File: config.mk
export PLATFORM = sky130hd
export DESIGN_NAME = breaker_failure_supervision
export DESIGN_NICKNAME = d
export VERILOG_FILES = /design/src/bfs_pkg.sv /design/src/breaker_failure_supervision.sv
export VERILOG_INCLUDE_DIRS = /design/src
export SDC_FILE = /design/constraint.sdc
export NUM_CORES = 1
export LEC_CHECK = 0
export ABC_AREA = 1
export BUFFER_PORTS_ARGS = -buffer_cell sky130_fd_sc_hd__buf_2
export CORE_UTILIZATION = 45
export DETAILED_ROUTE_END_ITERATION = 6
export MAX_ROUTING_LAYER = met4
export PLACE_DENSITY = 0.71
export SETUP_SLACK_MARGIN = 0.05
export SYNTH_ARGS = -nofsm -noshare
export SYNTH_HDL_FRONTEND = slang
export SYNTH_SLANG_ARGS = --single-unit
File: constraint.sdc
create_clock -name ref_clk -period 8.9 [get_ports ref_clk]
set_clock_uncertainty 0.05 [all_clocks]
set_input_delay 1.78 -clock ref_clk [delete_from_list [all_inputs] [get_ports ref_clk]]
set_output_delay 1.78 -clock ref_clk [all_outputs]
set_load 0.1 [all_outputs]
File: src/bfs_cfg.svh
// Functional notes
// (RL1) Any selected trigger starts the failure supervision timer at once.
// (RL2) A running timer keeps running after its trigger drops.
// (RL3) Timer expiry before stop asserts the backup failure trip.
// (RL4) Detected breaker opening stops the timer without a failure trip.
// (RL5) Opening is seen by position, by low current, or both, per scheme.
// (RL6) Position scheme: no open report within the set time means failure.
// (RL7) Opening seen while triggers still active enters rejected, held while active.
// (RL8) Rejected returns to standby once every trigger has dropped.
// (RL9) Locking output rises with the failure trip and stays latched.
// (RL10) Only an explicit operator acknowledge clears the locking output.
// (RL11) Mode all: every trip assigned to the breaker starts supervision.
// (RL12) Mode external: only assigned external trips start supervision.
// (RL13) Mode current: only assigned current trips start supervision.
// (RL14) Mode none: only the extra trigger inputs start supervision.
// (RL15) Three extra trigger inputs start supervision regardless of assignment.
// (RL16) Four identical external protection stages, each enabled on its own.
// (RL17) Each stage turns alarm, trip and block inputs into own events; the code gives alarm and trip events only, block suppresses both.
// (RL18) A stage whose mode is not set to use ignores its inputs.
// (RL19) Intertripping turns a remote trip input into a local trip command.
// (RL20) Effective trigger is mode-selected trips ORed with the extra inputs.
`ifndef BFS_CFG_SVH
`define BFS_CFG_SVH

`define REG_CTRL          4'h0
`define REG_TIME          4'h4
`define REG_ACK           4'h8
`define REG_STATUS        4'hc

`define CTRL_MODE_LSB     0
`define CTRL_SCHEME_LSB   2
`define CTRL_EXP_LSB      4
`define CTRL_ITRIP_BIT    8
`define ACK_LOCK_BIT      0

`define CTRL_RST          32'h0000_0000
`define TIME_RST_US       32'h0000_c350

`define MODE_ALL          2'h0
`define MODE_EXTERNAL     2'h1
`define MODE_CURRENT      2'h2
`define MODE_NONE         2'h3

`define SCHEME_POSITION   2'h0
`define SCHEME_CURRENT    2'h1
`define SCHEME_BOTH       2'h2
`define SCHEME_EITHER     2'h3

`define US_NS             1000
`define REF_CLK_PERIOD_NS 4
`define US_CYCLES         16'(`US_NS / `REF_CLK_PERIOD_NS)

`endif

File: src/bfs_pkg.sv
`default_nettype none
package bfs_pkg;
    typedef enum logic [1:0] {
        ST_STANDBY,
        ST_RUNNING,
        ST_TRIPPED,
        ST_REJECTED
    } sup_state_t;
    typedef logic [1:0] mode_field_t;
    typedef logic [1:0] scheme_field_t;
endpackage : bfs_pkg
`default_nettype wire

File: src/breaker_failure_supervision.sv
`include "bfs_cfg.svh"
`default_nettype none
module breaker_failure_supervision
    import bfs_pkg::*;
#(
    parameter int          NUM_STAGES   = 4,
    parameter int          NUM_EXTRA    = 3,
    parameter logic [31:0] FAIL_TIME_US = `TIME_RST_US,
    parameter logic [15:0] TICK_CYCLES  = `US_CYCLES
) (
    // Clock and reset
    input  wire logic                  ref_clk,
    input  wire logic                  sys_rst,
    // Avalon-MM register slave
    input  wire logic [3:0]            avs_address,
    input  wire logic                  avs_read,
    input  wire logic                  avs_write,
    input  wire logic [31:0]           avs_writedata,
    output var  logic [31:0]           avs_readdata,
    output var  logic                  avs_waitrequest,
    // Trips assigned to the monitored breaker and extra trigger inputs
    input  wire logic                  external_assigned_trips,
    input  wire logic                  current_assigned_trips,
    input  wire logic                  other_assigned_trips,
    input  wire logic [NUM_EXTRA-1:0]  extra_trigger_input,
    // Breaker opening indications
    input  wire logic                  breaker_open_position,
    input  wire logic                  current_below_threshold,
    // External protection and intertripping inputs
    input  wire logic [NUM_STAGES-1:0] exp_alarm_input,
    input  wire logic [NUM_STAGES-1:0] exp_trip_input,
    input  wire logic [NUM_STAGES-1:0] external_block_input,
    input  wire logic                  intertrip_input,
    // Supervisor outputs
    output var  logic                  failure_trip,
    output var  logic                  failure_lock,
    // External protection and intertripping outputs
    output var  logic [NUM_STAGES-1:0] exp_alarm,
    output var  logic [NUM_STAGES-1:0] exp_trip,
    output var  logic                  intertrip_trip,
    output var  logic                  local_trip
);

    localparam int NPIN = 2 * NUM_STAGES + NUM_STAGES + NUM_EXTRA + 6;

    // Pin synchronisers; the first stage feeds only the second
    logic [NPIN-1:0] pin_meta;
    logic [NPIN-1:0] pin_sync;
    wire  [NPIN-1:0] pin_raw = {exp_alarm_input, exp_trip_input, external_block_input,
                                extra_trigger_input, intertrip_input, current_below_threshold,
                                breaker_open_position, other_assigned_trips,
                                current_assigned_trips, external_assigned_trips};

    always_ff @(posedge ref_clk or posedge sys_rst) begin
        if (sys_rst) begin
            pin_meta <= '0;
            pin_sync <= '0;
        end else begin
            pin_meta <= pin_raw;
            pin_sync <= pin_meta;
        end
    end

    wire                  s_ext_trip  = pin_sync[0];
    wire                  s_cur_trip  = pin_sync[1];
    wire                  s_oth_trip  = pin_sync[2];
    wire                  s_pos_open  = pin_sync[3];
    wire                  s_cur_low   = pin_sync[4];
    wire                  s_intertrip = pin_sync[5];
    wire [NUM_EXTRA-1:0]  s_extra     = pin_sync[6 +: NUM_EXTRA];
    wire [NUM_STAGES-1:0] s_block     = pin_sync[6 + NUM_EXTRA +: NUM_STAGES];
    wire [NUM_STAGES-1:0] s_exp_trip  = pin_sync[6 + NUM_EXTRA + NUM_STAGES +: NUM_STAGES];
    wire [NUM_STAGES-1:0] s_exp_alarm = pin_sync[6 + NUM_EXTRA + 2 * NUM_STAGES +: NUM_STAGES];

    // Software-visible settings
    logic [31:0]     ctrl;
    logic [31:0]     fail_time;
    wire mode_field_t   trig_mode  = ctrl[`CTRL_MODE_LSB +: 2];
    wire scheme_field_t scheme     = ctrl[`CTRL_SCHEME_LSB +: 2];
    wire [NUM_STAGES-1:0] exp_mode = ctrl[`CTRL_EXP_LSB +: NUM_STAGES];
    wire                  itrip_en = ctrl[`CTRL_ITRIP_BIT];

    // Avalon decode; a request completes on the edge where waitrequest is low
    wire bus_req    = avs_read | avs_write;
    wire bus_accept = bus_req & ~avs_waitrequest;
    wire wr_ctrl    = avs_write & bus_accept & (avs_address == `REG_CTRL);
    wire wr_time    = avs_write & bus_accept & (avs_address == `REG_TIME);
    wire lock_ack   = avs_write & bus_accept & (avs_address == `REG_ACK)
                      & avs_writedata[`ACK_LOCK_BIT];

    // Trigger selection
    wire all_trips = s_ext_trip | s_cur_trip | s_oth_trip;                     // [RL11]
    wire sel_trips = (trig_mode == `MODE_ALL)      ? all_trips :
                     (trig_mode == `MODE_EXTERNAL) ? s_ext_trip :             // [RL12]
                     (trig_mode == `MODE_CURRENT)  ? s_cur_trip : 1'b0;       // [RL13] [RL14]
    wire trigger   = sel_trips | (|s_extra);                                   // [RL15] [RL20]

    // Opening detection per scheme
    wire opened = (scheme == `SCHEME_POSITION) ? s_pos_open :                 // [RL5] [RL6]
                  (scheme == `SCHEME_CURRENT)  ? s_cur_low :
                  (scheme == `SCHEME_BOTH)     ? (s_pos_open & s_cur_low) :
                                                 (s_pos_open | s_cur_low);    // [RL5]

    // Supervision timer in microsecond ticks
    sup_state_t  state;
    sup_state_t  next_state;
    logic [15:0] prescale;
    logic [31:0] elapsed_us;
    wire         us_tick = (prescale == TICK_CYCLES - 16'h1);
    wire         expired = (elapsed_us >= fail_time);                         // [RL3]
    wire         start   = (state == ST_STANDBY) & trigger;                   // [RL1]

    always_comb begin
        next_state = state;
        case (state)
            ST_STANDBY: begin
                if (trigger) begin
                    next_state = ST_RUNNING;                                   // [RL1]
                end
            end
            ST_RUNNING: begin
                if (opened) begin
                    next_state = trigger ? ST_REJECTED : ST_STANDBY;           // [RL4] [RL7]
                end else if (expired) begin
                    next_state = ST_TRIPPED;                                   // [RL3] [RL6]
                end
            end
            ST_TRIPPED: begin
                if (opened) begin
                    next_state = trigger ? ST_REJECTED : ST_STANDBY;
                end
            end
            ST_REJECTED: begin
                if (!trigger) begin
                    next_state = ST_STANDBY;                                   // [RL8]
                end
            end
            default: begin
                next_state = ST_STANDBY;
            end
        endcase
    end

    wire lock_set   = (state == ST_RUNNING) & (next_state == ST_TRIPPED);      // [RL9]
    wire next_lock  = lock_set | (failure_lock & ~lock_ack);                    // [RL9] [RL10]

    always_ff @(posedge ref_clk or posedge sys_rst) begin
        if (sys_rst) begin
            state <= ST_STANDBY;
        end else begin
            state <= next_state;
        end
    end

    // Timer only counts while running; the trigger no longer matters then
    always_ff @(posedge ref_clk or posedge sys_rst) begin
        if (sys_rst) begin
            prescale   <= 16'h0;
            elapsed_us <= 32'h0;
        end else if (start || state != ST_RUNNING) begin
            prescale   <= 16'h0;
            elapsed_us <= 32'h0;
        end else if (us_tick) begin
            prescale   <= 16'h0;
            elapsed_us <= elapsed_us + 32'h1;                                   // [RL2]
        end else begin
            prescale   <= prescale + 16'h1;
        end
    end

    // Set wins over the acknowledge in the same cycle
    always_ff @(posedge ref_clk or posedge sys_rst) begin
        if (sys_rst) begin
            failure_trip <= 1'b0;
            failure_lock <= 1'b0;
        end else begin
            failure_trip <= (next_state == ST_TRIPPED);                         // [RL3]
            failure_lock <= next_lock;                                          // [RL9] [RL10]
        end
    end

    // External protection stages and intertripping
    wire [NUM_STAGES-1:0] stage_live   = exp_mode & ~s_block;                  // [RL18]
    wire [NUM_STAGES-1:0] next_ealarm  = stage_live & s_exp_alarm;             // [RL17]
    wire [NUM_STAGES-1:0] next_etrip   = stage_live & s_exp_trip;              // [RL16] [RL17]
    wire                  next_itrip   = itrip_en & s_intertrip;               // [RL19]

    always_ff @(posedge ref_clk or posedge sys_rst) begin
        if (sys_rst) begin
            exp_alarm      <= '0;
            exp_trip       <= '0;
            intertrip_trip <= 1'b0;
            local_trip     <= 1'b0;
        end else begin
            exp_alarm      <= next_ealarm;
            exp_trip       <= next_etrip;
            intertrip_trip <= next_itrip;
            local_trip     <= (|next_etrip) | next_itrip;                      // [RL19]
        end
    end

    // Register file and bus answer; one wait state keeps readdata registered
    wire [31:0] status_word = {17'h0, opened, trigger, intertrip_trip,
                               4'(exp_trip), 4'(exp_alarm), failure_lock,
                               failure_trip, 2'(state)};
    wire [31:0] rd_mux = (avs_address == `REG_CTRL)   ? ctrl :
                         (avs_address == `REG_TIME)   ? fail_time :
                         (avs_address == `REG_STATUS) ? status_word : 32'h0;

    always_ff @(posedge ref_clk or posedge sys_rst) begin
        if (sys_rst) begin
            ctrl      <= `CTRL_RST;
            fail_time <= FAIL_TIME_US;
        end else begin
            if (wr_ctrl) begin
                ctrl <= avs_writedata;
            end
            if (wr_time) begin
                fail_time <= avs_writedata;
            end
        end
    end

    always_ff @(posedge ref_clk or posedge sys_rst) begin
        if (sys_rst) begin
            avs_waitrequest <= 1'b1;
            avs_readdata    <= 32'h0;
        end else begin
            avs_waitrequest <= ~(bus_req & avs_waitrequest);
            if (avs_read && avs_waitrequest) begin
                avs_readdata <= rd_mux;
            end
        end
    end
endmodule : breaker_failure_supervision
`default_nettype wire

# Word-level counts from Yosys, hierarchy flattened
# Index checks and enable logic that the tools add are counted.
[totals]
regBits = 201
input_bits = 61
elab_cells = 86
[op_classes]
add_sub_neg = 2
magnitude_cmp = 1
n_eq_ne = 13
mux = 20
bitwise_logic = 26
reduce_logical = 9
[ops]
columns = ["operator", "n"]
rows = [
  ["32-bit two-way mux", 4],
  ["32-bit by 1-bit adder with 32-bit output, second input constant", 1],
  ["32-bit greater-or-equal comparator", 1],
  ["16-bit two-way mux", 2],
  ["16-bit by 1-bit adder with 16-bit output, second input constant", 1],
  ["16-bit by 8-bit == test with 1-bit output, second input constant", 1],
  ["15-bit two-way mux", 1],
  ["1-bit bitwise AND", 12],
  ["4-bit bitwise AND", 3],
  ["2-bit two-way mux", 6],
  ["2-bit == test, second input constant", 5],
  ["4-bit == test, second input constant", 2],
  ["2-bit one-hot mux with 4 select lines", 1],
  ["1-bit OR", 7],
  ["2-bit by 1-bit == test with 1-bit output, second input constant", 3],
  ["2-bit logical NOT", 3],
  ["1-bit two-way mux", 6],
  ["4-bit by 3-bit == test with 1-bit output, second input constant", 1],
  ["4-bit logical NOT", 1],
  ["4-bit NOT", 1],
  ["4-bit OR reduction", 1],
  ["1-bit NOT", 3],
  ["3-bit OR reduction", 1],
  ["2-bit by 1-bit != test with 1-bit output, second input constant", 1],
  ["3 further kinds", 3],
]

# Depth between registers and ports, before layout
[logic_depth]
word_depth = 11
mapped_depth = 17
mapped_depth_nobuf = 17

# Least setup slack after synthesis
# Ideal clock, no wire load.
[synth_path]
path_kind = "input -> register"
startpoint = "input port avs_address[1]"
endpoint = "register fail_time[10]"
setup_time_ns = 0.130
arrival_ns = 2.809
t_required_ns = 8.720
slack_ns = 5.912
path_stages = 8
n_path_buf = 2
path_cell_list = "nor3_1 > inv_1 > nor2_1 > buf_2 > nand2_1 > clkbuf_1 > nand2_1 > o21ai_0"
[synth_between]
elab_chain_len = 2
[synth_lines]
columns = ["item", "line", "source"]
rows = [
  ["start, declared", "breaker_failure_supervision.sv:15", "input wire logic [3:0] avs_address,"],
  ["4-bit by 3-bit == test with 1-bit output (no line)", "--", ""],
  ["1-bit bitwise AND", "breaker_failure_supervision.sv:87", "wire wr_time = avs_write & bus_accept & (avs_address == `REG_TIME);"],
  ["end signal, assigned", "breaker_failure_supervision.sv:219", "fail_time <= avs_writedata;"],
  ["end, declared", "breaker_failure_supervision.sv:77", "logic [31:0] fail_time;"],
]
# No other way between the ends.
# A chain may end at the register's enable or synchronous reset.

# Worst setup path after layout
[layout_path]
startpoint = "register avs_waitrequest"
endpoint = "output port avs_waitrequest"
[layout_rtl]
columns = ["item", "line", "source"]
rows = [
  ["start, declared", "breaker_failure_supervision.sv:20", "output var logic avs_waitrequest,"],
  ["start signal, assigned", "breaker_failure_supervision.sv:229", "avs_waitrequest <= ~(bus_req & avs_waitrequest);"],
]
# No word-level cell between the ends.

==> flow_metrics.tcl <==
set metrics [dict create \
    synth_top_cell_by_area "dfrtp_1" \
    cts_tree "done" \
    drt_iter0_drc 414 \
    muxShareOfSynthArea 0 \
    cts_buffers 22 \
    yosys-top-cells-area "dfrtp_1 (53%), nand2_1 (8.6%), o21ai_0 (5.5%)" \
    critPathMaxFanout 21 \
    drc 0 \
    tightest_slew_ps 1044 \
    h-tree-depth 1 \
    fmax_ghz 0.2781 \
    irDropWorstVdd_mv 0.2037 \
    final-hold-violation-count 0 \
    cts_hold_buf 0 \
    period_minus_slack_ps 3595 \
    place_hpwl_um 13880 \
    crit_required_ps 7070 \
    start_kind "flop" \
    yosys_warnings 0 \
    post_cts_buffers 0 \
    synth-xor-area-share 0.008621 \
    synth-compound-area-share 0.1266 \
    crit_buf_inv 1 \
    hold_depth 0 \
    setup_violations 0 \
    overflow 0 \
    yosys-top-cells-count "nand2_1 (209), dfrtp_1 (194), inv_1 (130), nor2_1 (112), o21ai_0 (100)" \
    first_pass_iters 5 \
    whs_endpoint "pin_sync[10]" \
    io_pins 106 \
    synth_top_cell_area_share 0.5309 \
    arrival_ps 1770 \
    synth_flop_cell "dfrtp_1" \
    antenna_found_initial 0 \
    synth_top_family_by_area "simple AND/OR/NAND/NOR gates" \
    slew_headroom 0.3015 \
    clock-root-buffer "clkbuf_16" \
    drive_above_1_share 0.1615 \
    r2r-start "prescale[2]" \
    final_antenna_net_count 0 \
    wl_per_cell_um 14.24 \
    maxCapViolations 0 \
    diodes 0 \
    rr_worst_depth 10 \
    die_w_um 144.5 \
    clock_sinks 201 \
    maxSlewViolCount 0 \
    yosys.area_share.adder 0.04789 \
    initial_core_util 0.4637 \
    synth_most_common_cell "nand2_1" \
    ys_seq_area_frac 0.5510 \
    syn_avg_cell_area_um2 8.947 \
    nets 1219 \
    first_global_vias 6893 \
    synthArstFlopShare 1.000 \
    syn_area_um2 9144 \
    r2r_slack_ps 6490 \
    synthToLayoutAreaGrowth_pct 16.68 \
    tns_ps 0 \
    syn_nets 1118 \
    die_y_um 144.5 \
    endpoint_kind "output port" \
    path_class "reg -> out" \
    p_leak_nw 5.196 \
    dieArea_um2 20890 \
    wl_um 19990 \
    core_region_area_um2 19720 \
    crit_family "flip-flops" \
    port_buffers 105 \
    outcome "complete, no violations" \
    grt_pass1_wl_um 33580 \
    slowest_stage "dfstp_2" \
    clk_path_buf_depth 3 \
    period_share 0.4040 \
    num_rows 51 \
    clk_pin_slew_ps 60 \
    synth_edf_count 0 \
    final_area_um2 10670 \
    worstPathCellList "buf_2" \
    grt_setup_unrepaired "no" \
    synthCells 1022 \
    min_path_type "reg -> reg" \
    ctsResizeCount 0 \
    via_per_inst 5.080 \
    synth-simple-area-share 0.1964 \
    finalWeightedCongestion 0.8622 \
    power_density_nw_per_um2 238.8 \
    num_vias 7132 \
    synth-seq-cells 201 \
    yosysUniqueCellTypes 41 \
    insertion_delay_ps 500 \
    slowest_delay_ps 770 \
    grtUsageTotal 0.2091 \
    r2r_end "elapsed_us[20]" \
    grt_max_degree 120 \
    place_area_um2 9925 \
    hold_start "pin_meta[10]" \
]
-- power breakdown --
part           internal (W)  switching (W)
Sequential          0.00102      0.0000725
Clock              0.000555       0.000366
Combinational      0.000119       0.000414
-- metrics by stage --
step           setup slack (ps)  utilization  total power, W  hold WS, ps  instances
2_1_floorplan              1599            -        0.001510        281.2       1022
3_3_place_gp               5096       0.5033        0.001630        281.3       1364
3_5_place_dp               5022       0.5033        0.001644        284.7       1364
4_1_cts                    5295       0.5411        0.002571        294.1       1404
5_1_grt                    5230       0.5411        0.002674        297.1       1404
6_report                   5305       0.5411        0.002548        291.6       1404
-- cell families (layout without fill, tap and decap cells) --
| kind of cell | after synthesis | in the layout |
|---|---|---|
| xor gates and xnor gates | 9 | 9 |
| DFF | 201 | 201 |
| and+or+nand+nor | 409 | 409 |
| adders and majority gates | 35 | 35 |
| AOI/OAI and AO/OA | 201 | 201 |
| buffers and inverters | 167 | 284 |
-- metal layers --
| metal | global-route usage | wire (µm) | share of wire | up-vias |
|---|---|---|---|---|
| li1 | - | - | - | 3563 |
| met1 | 0.2772 | 9190 | 0.46 | 3354 |
| met2 | 0.3330 | 9361 | 0.47 | 174 |
| met3 | 0.02781 | 895 | 0.045 | 41 |
| met4 | 0.06759 | 543 | 0.027 | 0 |
| met5 | - | 0 | 0 | - |
-- sequential cells by signal, indices dropped and copies added (netlist names), 2 cells and up --
| register | count |
|---|---|
| state | 2 |
| exp_trip | 4 |
| prescale | 16 |
| fail_time | 32 |
| elapsed_us | 32 |
| ctrl | 32 |
| pin_meta | 21 |
| pin_sync | 21 |
| avs_readdata | 32 |
| exp_alarm | 4 |
-- how the worst max path moves through the flow --
stage,start,endpoint,cells past startpoint
detailed placement,avs_address[1],ctrl[29],7
floorplan,sys_rst,avs_readdata[0],1
CTS,avs_waitrequest,avs_waitrequest,1
finish,avs_waitrequest,avs_waitrequest,1
global placement,avs_address[1],ctrl[1],7
global route,avs_address[1],ctrl[24],7
-- cell type report --
class	count	area, µm²
clock inverters	13	123.9
well taps	265	331.6
inverters	133	506.7
fillers	1788	9049
repair buffers	111	570.5
multi-input cells	654	3477
clock buffers	27	620.6
flip-flops and latches	201	5039
-- layout by cell type, fill, tap and decap left out, types with 4 or more instances in the layout --
cell,Yosys,final
a21oi_1,54,54
a221oi_1,30,30
buf_2,4,105
buf_4,1,6
clkbuf_16,0,23
clkinv_2,0,8
dfrtp_1,194,194
dfstp_2,7,7
ha_1,35,35
inv_1,130,129
nand2_1,209,207
nand3_1,23,23
nand4_1,16,16
nor2_1,112,111
nor2_2,4,5
nor3_1,16,16
nor3_2,4,4
nor3b_1,8,8
o21a_1,4,4
o21ai_0,100,100
xor2_1,7,7
(Power assumes the default switching activity.)
